--- config.mk ---
export PLATFORM = sky130hd
export DESIGN_NAME = csc_charge_ctrl
export DESIGN_NICKNAME = d
export VERILOG_FILES = /design/src/csc_deglitch.v /design/src/csc_charge_ctrl.v
export VERILOG_INCLUDE_DIRS = /design/src
export SDC_FILE = /design/constraint.sdc
export NUM_CORES = 1
export LEC_CHECK = 0
export BUFFER_PORTS_ARGS = -buffer_cell sky130_fd_sc_hd__buf_2
export CAP_MARGIN = 20
export CORE_MARGIN = 5
export CORE_UTILIZATION = 44
export DETAILED_ROUTE_END_ITERATION = 8
export GPL_TIMING_DRIVEN = 0
export PLACE_DENSITY_LB_ADDON = 0.05
export SYNTH_ARGS = -nofsm -noshare
export SYNTH_HDL_FRONTEND = slang
export SYNTH_SLANG_ARGS = --single-unit
--- constraint.sdc ---
create_clock -name core_clk -period 4.15 [get_ports core_clk]
set_input_delay 0.415 -clock core_clk [delete_from_list [all_inputs] [get_ports core_clk]]
set_output_delay 0.415 -clock core_clk [all_outputs]
set_load 0.05 [all_outputs]
--- src/csc_regs.vh ---
// constants of the charge status controller
`ifndef CSC_REGS_VH
`define CSC_REGS_VH
`define CSC_CLK_HZ          100000000
`define CSC_TICK_US         1000
`define CSC_TICK_CYC        ((`CSC_CLK_HZ / 1000000) * `CSC_TICK_US)
`define CSC_DEGLITCH_MS     25
`define CSC_DEGLITCH_TICKS  (`CSC_DEGLITCH_MS * 1000 / `CSC_TICK_US)
`define CSC_DEGLITCH_LAST   5'h18
`define CSC_BLINK_MS        500
`define CSC_BLINK_TICKS     (`CSC_BLINK_MS * 1000 / `CSC_TICK_US)
`define CSC_BLINK_LAST      16'h01f3
`define CSC_TIMEOUT_MIN     300
`define CSC_TIMEOUT_TICKS   (`CSC_TIMEOUT_MIN * 60 * (1000000 / `CSC_TICK_US))
`define CSC_DG_W            5
`define CSC_ST_OFF          3'h0
`define CSC_ST_TRICKLE      3'h1
`define CSC_ST_FAST_CC      3'h2
`define CSC_ST_CV           3'h3
`define CSC_ST_DONE         3'h4
`define CSC_ST_FAULT        3'h5
`define CSC_EOC_TENTH       1'b0
`define CSC_EOC_THIRTIETH   1'b1
`endif

--- src/csc_deglitch.v ---
// deglitch filter for one indicator level, counts timebase ticks
`timescale 1ns/1ps
`default_nettype none
`include "csc_regs.vh"
module csc_deglitch (
    input  wire                  core_clk,
    input  wire                  rst,
    input  wire                  tick,
    input  wire                  raw,
    output reg                   filtered
);
    reg [`CSC_DG_W-1:0] count;

    // raw must hold its new level for the full delay, both edges alike
    always @(posedge core_clk or posedge rst) begin
        if (rst) begin
            count    <= {`CSC_DG_W{1'b0}};
            filtered <= 1'b0;
        end else if (raw == filtered) begin
            count <= {`CSC_DG_W{1'b0}};
        end else if (tick) begin
            if (count == `CSC_DEGLITCH_LAST) begin
                filtered <= raw;
                count    <= {`CSC_DG_W{1'b0}};
            end else begin
                count <= count + 1'b1;
            end
        end
    end
endmodule // csc_deglitch
`default_nettype wire

--- src/csc_charge_ctrl.v ---
// charge phase, indicator and power path control of a one-cell charger
// Summary of operation
// - rail target 3.4V below 3.2V, else battery+225mV
// - trickle below 3.0V, fast current above
// - at 4.2V switch to constant voltage
// - status low at trickle start, released at done
// - termination 10% normally, 3.3% low-power usb
// - supply good only inside input window
// - done needs above recharge level, low current
// - released status stays off through recharges
// - 25ms deglitch on both status edges; the fault blink bypasses it
// - recharge clears safety timer, restarts charging
// - timeout before done blinks status every 0.5s
// - timeout fault cleared only by power cycle
// - rail stays supplied in done and fault
// - select low terminates; high disables, strap at reset
// - select high suspends the safety timer
// - low current releases status regardless of select
// - rail 100mV low engages path sharing
// - rail 40mV under battery turns battery switch on
// - sag throttle only for usb source settings
// - input overvoltage disables charging
`timescale 1ns/1ps
`default_nettype none
`include "csc_regs.vh"
module csc_charge_ctrl #(
    parameter integer TICK_CYC      = `CSC_TICK_CYC,
    parameter integer TIMEOUT_TICKS = `CSC_TIMEOUT_TICKS
) (
    input  wire                  core_clk,
    input  wire                  rst,
    input  wire                  vin_above_por,
    input  wire                  vin_above_headroom,
    input  wire                  input_overvoltage,
    input  wire                  vbat_above_3v0,
    input  wire                  vbat_above_3v2,
    input  wire                  vbat_at_4v2,
    input  wire                  vbat_above_recharge,
    input  wire                  ibat_below_termination,
    input  wire                  battery_present,
    input  wire                  rail_below_sharing,
    input  wire                  rail_below_battery,
    input  wire                  charge_enable_n,
    input  wire                  termination_select,
    input  wire                  source_type_select,
    input  wire                  usb_mode,
    output reg                   charge_status_n_out,
    output reg                   charge_status_n_oe,
    output reg                   supply_good_n_out,
    output reg                   supply_good_n_oe,
    output reg                   rail_target_fixed,
    output reg                   charge_on,
    output reg                   trickle_current,
    output reg                   cv_mode,
    output reg                   termination_ratio,
    output reg                   path_sharing,
    output reg                   battery_path_switch,
    output reg                   input_sag_throttle,
    output reg                   timeout_fault,
    output reg  [2:0]            phase
);
    ////////////////////////////////////////////////////////////////////////
    // shared timebase: one tick per millisecond
    reg [31:0] prescale;
    reg        tick;

    // every long delay counts these ticks so all scale together
    always @(posedge core_clk or posedge rst) begin
        if (rst) begin
            prescale <= 32'h0000_0000;
            tick     <= 1'b0;
        end else if (prescale == TICK_CYC - 1) begin
            prescale <= 32'h0000_0000;
            tick     <= 1'b1;
        end else begin
            prescale <= prescale + 32'h0000_0001;
            tick     <= 1'b0;
        end
    end

    ////////////////////////////////////////////////////////////////////////
    // input window and straps
    wire power_ok = vin_above_por & vin_above_headroom & ~input_overvoltage;
    reg  power_ok_q;
    reg  strap_taken;
    reg  term_disabled;
    reg  enable_q;
    reg  present_q;

    // strap sampled once after reset release; later changes ignored
    always @(posedge core_clk or posedge rst) begin
        if (rst) begin
            strap_taken   <= 1'b0;
            term_disabled <= 1'b0;
            power_ok_q    <= 1'b0;
            enable_q      <= 1'b0;
            present_q     <= 1'b0;
        end else begin
            power_ok_q <= power_ok;
            enable_q   <= ~charge_enable_n;
            present_q  <= battery_present;
            if (!strap_taken) begin
                strap_taken   <= 1'b1;
                term_disabled <= termination_select;
            end
        end
    end

    wire power_cycled = power_ok & ~power_ok_q;
    wire enable_edge  = enable_q ^ ~charge_enable_n;
    wire reinsert     = battery_present & ~present_q;
    wire charge_allow = power_ok & ~charge_enable_n & battery_present;

    ////////////////////////////////////////////////////////////////////////
    // phase machine
    localparam [2:0] ST_OFF   = `CSC_ST_OFF;
    localparam [2:0] ST_TRK   = `CSC_ST_TRICKLE;
    localparam [2:0] ST_CC    = `CSC_ST_FAST_CC;
    localparam [2:0] ST_CV    = `CSC_ST_CV;
    localparam [2:0] ST_DONE  = `CSC_ST_DONE;
    localparam [2:0] ST_FAULT = `CSC_ST_FAULT;

    ////////////////////////////////////////////////////////////////////////
    // state and source decoding shared by several processes
    // one decoder per question keeps the timer, latch and outputs in step

    // the three phases in which current flows into the battery
    function is_charging(input [2:0] st);
        is_charging = (st == `CSC_ST_TRICKLE) |
                      (st == `CSC_ST_FAST_CC) |
                      (st == `CSC_ST_CV);
    endfunction

    // fault is the only state that owns the status pin outright
    function is_fault(input [2:0] st);
        is_fault = (st == `CSC_ST_FAULT);
    endfunction

    // the low-power usb setting is source 0 with mode 0
    // it alone gets the finer termination ratio
    function low_power_usb(input source, input mode);
        low_power_usb = ~source & ~mode;
    endfunction

    reg  [2:0]  state;
    reg  [2:0]  next_state;
    reg  [31:0] safety;
    reg         fault;
    reg         status_latched;
    reg         blink;
    reg  [15:0] blink_cnt;

    wire eoc_seen = vbat_above_recharge & ibat_below_termination;
    wire timed_out = (safety == TIMEOUT_TICKS - 1) & tick;
    wire charging  = is_charging(state);

    // phase by battery level; done only when termination enabled
    always @* begin
        next_state = state;
        case (state)
            ST_OFF: begin
                if (charge_allow & ~fault)
                    next_state = vbat_above_3v0 ? ST_CC : ST_TRK;
            end
            ST_TRK: begin
                if (vbat_above_3v0)
                    next_state = ST_CC;
            end
            ST_CC: begin
                if (vbat_at_4v2)
                    next_state = ST_CV;
            end
            ST_CV: begin
                if (eoc_seen & ~term_disabled)
                    next_state = ST_DONE;
            end
            ST_DONE: begin
                if (~vbat_above_recharge)
                    next_state = vbat_above_3v0 ? ST_CC : ST_TRK;
            end
            ST_FAULT: begin
                next_state = ST_FAULT;
            end
            default: next_state = ST_OFF;
        endcase
        if (state != ST_FAULT) begin
            if (~charge_allow)
                next_state = ST_OFF;
            else if (charging & timed_out & ~term_disabled)
                next_state = ST_FAULT;
        end
        if (power_cycled)
            next_state = ST_OFF;
    end

    always @(posedge core_clk or posedge rst) begin
        if (rst)
            state <= ST_OFF;
        else
            state <= next_state;
    end

    // fault holds until input power returns after removal
    always @(posedge core_clk or posedge rst) begin
        if (rst)
            fault <= 1'b0;
        else if (power_cycled)
            fault <= 1'b0;
        else if (next_state == ST_FAULT)
            fault <= 1'b1;
    end

    ////////////////////////////////////////////////////////////////////////
    // safety timer: cleared on recharge, frozen while termination disabled
    always @(posedge core_clk or posedge rst) begin
        if (rst)
            safety <= 32'h0000_0000;
        else if (~charging | (state == ST_DONE & next_state != ST_DONE))
            safety <= 32'h0000_0000;
        else if (tick & ~term_disabled)
            safety <= safety + 32'h0000_0001;
    end

    // half-second blink for the fault indication
    always @(posedge core_clk or posedge rst) begin
        if (rst) begin
            blink_cnt <= 16'h0000;
            blink     <= 1'b0;
        end else if (~is_fault(state)) begin
            blink_cnt <= 16'h0000;
            blink     <= 1'b0;
        end else if (tick) begin
            if (blink_cnt == `CSC_BLINK_LAST) begin
                blink_cnt <= 16'h0000;
                blink     <= ~blink;
            end else begin
                blink_cnt <= blink_cnt + 16'h0001;
            end
        end
    end

    ////////////////////////////////////////////////////////////////////////
    // status latch: off at end of charge, rearmed by three events
    always @(posedge core_clk or posedge rst) begin
        if (rst)
            status_latched <= 1'b0;
        else if (charging & eoc_seen)
            status_latched <= 1'b1;
        else if (power_cycled | enable_edge | reinsert)
            status_latched <= 1'b0;
    end

    // raw drive request: pull low while charging unless latched off
    wire status_raw = is_fault(state) ? blink :
                      (charging & ~status_latched);
    wire status_drive;

    // blink bypasses the filter, which would otherwise delay each of its edges by 25 ticks
    csc_deglitch u_status_dg (
        .core_clk (core_clk),
        .rst      (rst),
        .tick     (tick),
        .raw      (status_raw),
        .filtered (status_drive)
    );

    ////////////////////////////////////////////////////////////////////////
    // next values of the registered outputs
    reg next_status_oe;
    reg next_good_oe;
    reg next_rail_fixed;
    reg next_charge_on;
    reg next_trickle;
    reg next_cv;
    reg next_ratio;
    reg next_sharing;
    reg next_switch;
    reg next_throttle;

    // every output but timeout_fault, phase, charge_status_n_out and supply_good_n_out is decided here and only copied by the flops below,
    // so each pin changes exactly one clock after its cause
    always @* begin
        // blink owns the pin in fault; the filter would stretch its edges
        next_status_oe  = is_fault(state) ? blink : status_drive;
        next_good_oe    = power_ok;
        next_rail_fixed = ~vbat_above_3v2;
        next_charge_on  = charging;
        // phase flags mirror the state one for one
        next_trickle    = state == ST_TRK;
        next_cv         = state == ST_CV;
        next_ratio      = `CSC_EOC_TENTH;
        if (low_power_usb(source_type_select, usb_mode))
            next_ratio = `CSC_EOC_THIRTIETH;
        // load comes first; charging only takes what is left
        next_sharing    = power_ok & rail_below_sharing;
        // rail served in every state; battery backs it when short
        next_switch     = charging | rail_below_battery;
        // only the usb settings may throttle on input sag
        next_throttle   = ~source_type_select;
    end

    ////////////////////////////////////////////////////////////////////////
    // registered outputs
    always @(posedge core_clk or posedge rst) begin
        if (rst) begin
            charge_status_n_out <= 1'b0;
            charge_status_n_oe  <= 1'b0;
            supply_good_n_out   <= 1'b0;
            supply_good_n_oe    <= 1'b0;
            rail_target_fixed   <= 1'b1;
            charge_on           <= 1'b0;
            trickle_current     <= 1'b0;
            cv_mode             <= 1'b0;
            termination_ratio   <= `CSC_EOC_TENTH;
            path_sharing        <= 1'b0;
            battery_path_switch <= 1'b0;
            input_sag_throttle  <= 1'b0;
            timeout_fault       <= 1'b0;
            phase               <= `CSC_ST_OFF;
        end else begin
            charge_status_n_out <= 1'b0;
            charge_status_n_oe  <= next_status_oe;
            supply_good_n_out   <= 1'b0;
            supply_good_n_oe    <= next_good_oe;
            rail_target_fixed   <= next_rail_fixed;
            charge_on           <= next_charge_on;
            trickle_current     <= next_trickle;
            cv_mode             <= next_cv;
            termination_ratio   <= next_ratio;
            path_sharing        <= next_sharing;
            battery_path_switch <= next_switch;
            input_sag_throttle  <= next_throttle;
            timeout_fault       <= fault;
            phase               <= state;
        end
    end
endmodule // csc_charge_ctrl
`default_nettype wire

# Word-level counts from Yosys, hierarchy flattened
# Cells that the tools add are included.
[classes]
addsub = 4
n_eq_ne = 15
muxes = 31
n_bitwise = 38
reduce_logical = 7
[op_table]
columns = ["cell", "n"]
rows = [
  ["two-way mux 32 bit", 3],
  ["adder 32 x 1 -> 32 bit, second input constant", 2],
  ["two-way mux 16 bit", 3],
  ["equality test 32 x 17 -> 1 bit, second input constant", 1],
  ["equality test 32 x 25 -> 1 bit, second input constant", 1],
  ["two-way mux 3 bit", 9],
  ["bitwise AND 1 bit", 18],
  ["one-hot mux 3 bit (6 select lines)", 1],
  ["adder 16 x 1 -> 16 bit, second input constant", 1],
  ["equality test 16 x 9 -> 1 bit, second input constant", 1],
  ["two-way mux 5 bit", 3],
  ["NOT 1 bit", 13],
  ["two-way mux 1 bit", 11],
  ["equality test 3 bit, second input constant", 3],
  ["nonzero test 2 bit", 4],
  ["equality test 3 x 2 -> 1 bit, second input constant", 2],
  ["inequality test 3 bit, second input constant", 2],
  ["OR 1 bit", 6],
  ["adder 5 x 1 -> 5 bit, second input constant", 1],
  ["equality test 5 bit, second input constant", 1],
  ["inequality test 2 bit, second input constant", 2],
  ["equality test 3 x 1 -> 1 bit, second input constant", 1],
  ["zero test 3 bit", 1],
  ["AND reduction 3 bit", 1],
  ["other kinds (4)", 4],
]
[totals]
ff_bits = 111
input_bits = 17
output_inout_bits = 16
word_cells = 121

# Depth between registers and ports, before layout
# Gate-level depths: netlist (run 1).
[logic_depth]
word_depth = 15
depth_mapped = 7
depth_no_buf = 7

# By module
# Synthesis (run 1) repeated with hierarchy kept, for this count alone.
[hier_totals]
cells_unflattened = 543
hier_area_um2 = 5471.5
[by_module_without_submodules]
columns = ["module", "n_inst", "cells_per_inst", "area_each_um2", "seq_area_each_um2"]
rows = [
  ["csc_charge_ctrl", 1, 507, 5121.2, 2628.8],
  ["csc_deglitch", 1, 36, 350.3, 150.1],
]

# Worst setup path after synthesis (run 1)
# OpenSTA, ideal clock, no wires.
[synth_timing]
path_kind = "flip-flop to flip-flop"
start = "register prescale[0]"
end = "register prescale[15]"
setup_time_ps = 124
arrival_time_ps = 1686
required_time_ps = 4026
setup_slack_ps = 2340
path_stages_with_launch = 7
path_buffers = 0
synth_period_minus_slack_ps = 1810
cell_sequence = "dfrtp_1 -> ha_1 -> nor4b_1 -> nand4_1 -> nor4_4 -> nand3b_1 -> o21ai_1"
[synth_between]
elab_chain_len = 2
word_cells_on_any_way = 3
classes_between = "add/sub: 1; eq/ne: 1; mux: 1"
[synth_rtl]
columns = ["element", "line", "text"]
rows = [
  ["start: declaration", "csc_charge_ctrl.v:64", "reg [31:0] prescale;"],
  ["start signal: assignment", "csc_charge_ctrl.v:76", "prescale <= prescale + 32'h0000_0001;"],
  ["adder 32 x 1 -> 32 bit / equality test 32 x 17 -> 1 bit (equally long branches)", "csc_charge_ctrl.v:76, csc_charge_ctrl.v:72", ""],
  ["two-way mux 32 bit *", "csc_charge_ctrl.v:72", "end else if (prescale == TICK_CYC - 1) begin"],
]
# Every way passes the cells marked *; elsewhere a longest branch is shown, timed or not.
# A chain may end at the register's enable or synchronous reset.

# Worst setup path in the final report (run 1)
# Same ends and word-level chain as after synthesis.

==> run metrics, run 1 <==
Yosys top cell area share=0.519; top_reg_cell synth=dfrtp_1; CP Capture Point=prescale[15]; final worst path period need=2.30 ns; area grow syn2layout=12.4%; setup TNS=0 ns; Setup crit end kind=register; FFs w/ async S/R, synth=1.00; Final Skew=0.0104 ns; Slew HR=0.524; IO Pins=33; result of the run=completed; Std-Cell Rows=40; Commonest cells post-synth=dfrtp_1 (110), nor2_1 (64), nand2_1 (44); most common cell in the netlist=dfrtp_1; CTS sink cnt=111; Placed Area=0.00567 mm2; Die Height=120 um; DIE WIDTH=120 um; GP Congestion=0.847; Gates resized, CTS repair=0; number of synthesized register bits=111; worst path arrival time=2.54 ns; post-synthesis sequential area ratio=0.524; register-to-register setup slack=1.85 ns; fin area=0.00596 mm2; final worst path period share=0.554; die area=0.0143 mm2; Worst Tran Pin Value=0.708 ns; fin nets=577; setup violators final=0; MaxCap Viol Count=0; Post-CTS Hold Buffers=0; First-pass DRT Iterations=4; largest net degree at the start of global routing=63; Fin. Hold Viols=0; leakage=2.58 nW; vias=3,765; RSZ-0062 raised after global routing=false; Worst Setup Start Kind=register; vias per cell=5.33; DRC viols=0; HPWL after detailed placement=7070 um; CTS tree=yes; Pwr Density=334 mW/mm2; post-synthesis cell type count=58; worst setup path start=prescale[0]; Initial Utilization=0.445; Worst Hold Margin=0.0798 ns; GRT Util Overall=0.156; Total Wirelength=10,300 um; Max Clock Freq=435 MHz; Hold WC Path Type=in2async; Reg2Reg Depth=6; first-pass GRT wire length=18,300 um; Max VDD drop=0.000259 V; reg2reg end=prescale[15]; Mapped Area=0.00530 mm2; DR iter-0 viols=241; CP Max Fanout=10; Max clock buf depth=2; antenna viol nets, final=0; postcts setup bufs=0; vias in the first global route=3,815; synth top area cells=dfrtp_1 (52%), xor2_1 (5.9%), xnor2_1 (5.1%), nor2_1 (4.5%), nand3_1 (3.3%); synthesized instance count=512; initial antenna violation count=0; core footprint=0.0119 mm2; number of synthesized flops with an enable pin=0; Crit Path Class=reg2reg; total grt overflow=0; CP required=4.39 ns; drt wl/cell=14.6 um; clk slew on worst S/H paths=0.07 ns; worst-skew pair later-pin latency=0.36 ns; H-tree levels=3; PortBufs=30; total number of yosys warnings=0; Final Slew Violations=0; Avg Cell Area, Syn=10.4 um2; share of layout cells above drive strength 1=0.118; Root Buffer=clkbuf_16; antenna diode count=0; TritonCTS Buffers=9; biggest area consumer among synthesized cells=dfrtp_1; Critical R2R Launch=prescale[0]
## worst min path at each step
stage	startpoint	to	slack (ns)
3_5_place_dp	fault	timeout_fault	0.41
2_1_floorplan	fault	timeout_fault	0.37
4_1_cts	rst	blink_cnt[7]	0.1
3_3_place_gp	fault	timeout_fault	0.39
5_1_grt	rst	blink_cnt[7]	0.12
6_report	rst	blink_cnt[7]	0.08
## state kept, by name (all words and copies together), names as in the netlist, 3 cells and up
signal and cells:
prescale 32, safety 32, blink_cnt 16, phase 3, u_status_dg.count 5, state 3
## cell usage in the layout, fill, tap and decap left out, types with 3 or more instances in the layout
cell / count
nor4b_1: 7
xnor2_1: 31
or3_1: 7
inv_1: 14
clkbuf_16: 9
nand2_1: 44
nand3b_1: 7
and3_1: 14
clkbuf_8: 3
clkbuf_1: 9
nand2b_1: 4
conb_1: 3
buf_2: 31
nor2_1: 64
mux2_2: 4
dfrtp_1: 110
o21ai_0: 12
nor4_1: 9
nand4_1: 17
a21oi_1: 13
nand3_1: 35
and4_1: 7
nor2b_1: 5
nor3_1: 4
xor2_1: 36
ha_1: 5
mux2i_1: 4
nand4b_1: 3
and2_1: 5
## report_power, final
group	switching [W]	internal, W	total (W)
Combinational	0.0000461	0.0000174	0.0000635
Sequential	0.00000272	0.00109	0.00109
Clock	0.000382	0.000457	0.000839
Total	0.000430	0.00156	0.00199
## cell families after synthesis
| kind of cell | count (synthesis) | synth area share |
|---|---|---|
| simple gates | 252 | 0.267 |
| flops | 111 | 0.524 |
| xor+xnor | 67 | 0.111 |
| compound gates | 42 | 0.0489 |
| buf+inv | 25 | 0.0194 |
| mux | 8 | 0.0161 |
| fa+ha+maj | 5 | 0.0118 |
| other cells | 2 | 0.00142 |
## stage by stage
stage | power, W | instances | setup slack, ns | util
floorplan | 0.00115 | 513 | 0.806 | -
global placement | 0.00117 | 690 | -0.622 | 0.473
detailed placement | 0.00118 | 691 | 1.79 | 0.476
CTS | 0.00203 | 707 | 1.75 | 0.500
global route | 0.00208 | 707 | 1.69 | 0.500
finish | 0.00199 | 707 | 1.85 | 0.500
## routing by layer
| metal | vias up | part of all wire | global-route usage |
|---|---|---|---|
| met5 | - | 0 | 0 |
| met4 | 0 | 0.013 | 0.0429 |
| met3 | 12 | 0.041 | 0.0490 |
| met2 | 44 | 0.46 | 0.252 |
| met1 | 1841 | 0.49 | 0.204 |
| li1 | 1868 | - | - |
## critical path, stage by stage, from the launching register on
cell      delay, ns
dfrtp_1        0.43
ha_1           0.31
nor4b_1        0.32
nand4_1        0.22
nor4_4         0.65
nand3b_1       0.18
o21ai_1        0.06
## final cells by class
cell class              instances  area, um2
inverters                      15       61.3
flip-flops and latches        111       2780
clock inverters                 2       15.0
clock buffers                  14        274
repair buffers                 31        178
well taps                     147        184
plain buffers                  10       46.3
fillers                      1112       5950
multi-input cells             377       2420
No activity file was read; power rests on OpenSTA's default activity.
==> run 2: changes to the inputs <==
--- a/config.mk
+++ b/config.mk
@@ -6,6 +6,7 @@
 export SDC_FILE = /design/constraint.sdc
 export NUM_CORES = 1
 export LEC_CHECK = 0
+export ABC_AREA = 1
 export BUFFER_PORTS_ARGS = -buffer_cell sky130_fd_sc_hd__buf_2
 export CAP_MARGIN = 20
 export CORE_MARGIN = 5
==> constraint.sdc (replaced) <==
create_clock -name core_clk -period 2 [get_ports core_clk]
set_input_delay 0.2 -clock core_clk [delete_from_list [all_inputs] [get_ports core_clk]]
set_output_delay 0.2 -clock core_clk [all_outputs]
set_load 0.05 [all_outputs]
==> run metrics, run 2 <==
most frequent cells in the layout=nand2_1 (221), nor2_1 (127), dfrtp_1 (110); die area=0.0171 mm2; clk slew on worst S/H paths=0.07 ns; Total Wirelength=15,300 um; First-pass DRT Iterations=5; setup violators final=0; share of layout cells above drive strength 1=0.122; post-placement cell count=1,091; most common cell in the netlist=nand2_1; postcts setup bufs=0; CTS sink cnt=111; Commonest cells post-synth=nand2_1 (221), nor2_1 (127), dfrtp_1 (110); Std-Cell Rows=44; post-synthesis cell type count=46; vias in the first global route=5,370; total number of yosys warnings=0; synthesized instance count=873; Max clock buf depth=2; fin nets=946; largest net degree at the start of global routing=34; Yosys top cell area share=0.430; Worst Setup Start Kind=register; H-tree levels=3; biggest regs=prescale (32), safety (32), blink_cnt (16); biggest area consumer among synthesized cells=dfrtp_1; Final Slew Violations=0; number of synthesized register bits=111; Setup crit end kind=register; FFs w/ async S/R, synth=1.00; Final Total Pwr=0.00428 W; Mapped Area=0.00640 mm2; DR iter-0 viols=417; antenna diode count=0; PortBufs=30; DIE WIDTH=131 um; Pwr Density=593 mW/mm2; worst-skew pair later-pin latency=0.36 ns; CP Max Fanout=9; number of synthesized flops with an enable pin=0; Fin. Hold Viols=0; initial antenna violation count=0; CTS tree=yes; antenna viol nets, final=0; vias=5,643; final worst path period need=1.76 ns; commonest non-fill, non-tap cell in the layout=nand2_1; CP required=2.24 ns; Slew HR=0.512; Initial Utilization=0.444; synth top area cells=dfrtp_1 (43%), nand2_1 (13%), nor2_1 (7.4%), inv_1 (6.0%), nand3_1 (4.3%); DRC viols=0; area grow syn2layout=12.8%; total grt overflow=0; MaxCap Viol Count=0; final cell count without fillers=1,113; top_reg_cell synth=dfrtp_1; Avg Cell Area, Syn=7.34 um2; Die Height=131 um; leakage=3.33 nW; Final Skew=0.00581 ns; Hold WC Path Type=in2reg; Fillers=1,428; first-pass GRT wire length=26,000 um; GRT Util Overall=0.191; Max Clock Freq=569 MHz; vias per cell=5.07; core footprint=0.0144 mm2; final worst path period share=0.879; drt wl/cell=13.8 um; Worst Tran Pin Value=0.731 ns; TritonCTS Buffers=9; result of the run=completed; worst path arrival time=2.00 ns; Root Buffer=clkbuf_16; Final Core Density=0.501; RSZ-0062 raised after global routing=false; post-synthesis sequential area ratio=0.434; HPWL after detailed placement=11,700 um; GP Congestion=0.908; Crit Path Class=reg2reg; Max VDD drop=0.000422 V; IO Pins=33
run 2: cell types whose count changed after synthesis, sizes merged, moves of 8 or more:
cell	before	now
xnor2	31	10
o21ai	14	32
nor3	6	53
nor2	65	138
xor2	36	24
inv	15	123
nor4b	8	0
nand2	44	227
nand3	36	59
and3	15	0
nand4	19	33
run 2: worst max-delay path: stages (launching register included):
cell and delay (ns):
dfrtp_1 0.41, ha_1 0.28, nand3_1 0.25, nor4_1 0.23
nand3_1 0.16, nor2_4 0.24, a21oi_1 0.07
run 2: report_power, final:
part	switching (W)	internal [W]
clock network	0.000873	0.00101
logic	0.0000984	0.0000436
registers	0.00000342	0.00225
run 2: repair_timing:
action                                  CTS  global route
hold buffers                              6             0
endpoints found under the setup margin    0             7
gates resized for setup                   0             1
hold endpoints to repair                 35             0
run 2: path summary, 6_finish.rpt:
| check | slack [ns] | to | startpoint | cells after the start |
|---|---|---|---|---|
| min in group asynchronous | 0.50 | prescale[29] | rst | 3 |
| worst min register to register | 0.40 | phase[2] | state[2] | 0 |
| worst max register to register | 0.24 | prescale[5] | prescale[0] | 6 |
| max in group asynchronous | 0.49 | safety[27] | rst | 6 |
| worst min-delay path | 0.02 | battery_path_switch | rail_below_battery | 2 |
| worst max-delay path | 0.24 | prescale[5] | prescale[0] | 6 |
run 2: kinds of logic after synthesis:
kind of cell	Yosys count	share of synthesized area
buf+inv	135	0.0832
other cells	2	0.00117
compound gates	56	0.0484
fa+ha+maj	5	0.00977
flops	111	0.434
xor+xnor	34	0.0465
simple gates	530	0.377
run 2: layout make-up:
| cell class | instances | area [um2] | share of cell area |
|---|---|---|---|
| clock buffers | 10 | 239 | 0.0331 |
| clock inverters | 6 | 67.6 | 0.00935 |
| well taps | 184 | 230 | 0.0319 |
| plain buffers | 11 | 65.1 | 0.00901 |
| inverters | 124 | 472 | 0.0653 |
| repair buffers | 39 | 270 | 0.0374 |
| multi-input cells | 628 | 3100 | 0.429 |
| flip-flops and latches | 111 | 2780 | 0.385 |
run 2: per-layer routing:
layer  up-vias  track usage  routed length [um]  share of wire
met4         0       0.0490                 192          0.013
met1      2628        0.272                7380           0.48
met2       106        0.293                6980           0.46
met5         -            0                   0              0
li1       2896            -                   -              -
met3        13       0.0480                 761          0.050
run 2: metrics by stage:
step,setup WS [ns],setup TNS [ns],cell area [um2],hold slack [ns]
6_report,0.243,0,7220,0.0222
5_1_grt,0.0776,0,7220,0.0254
3_5_place_dp,0.186,0,6850,0.315
4_1_cts,0.162,0,7220,0.00849
3_3_place_gp,-0.319,-34.10,6790,0.311
2_1_floorplan,0.457,0,6410,0.226
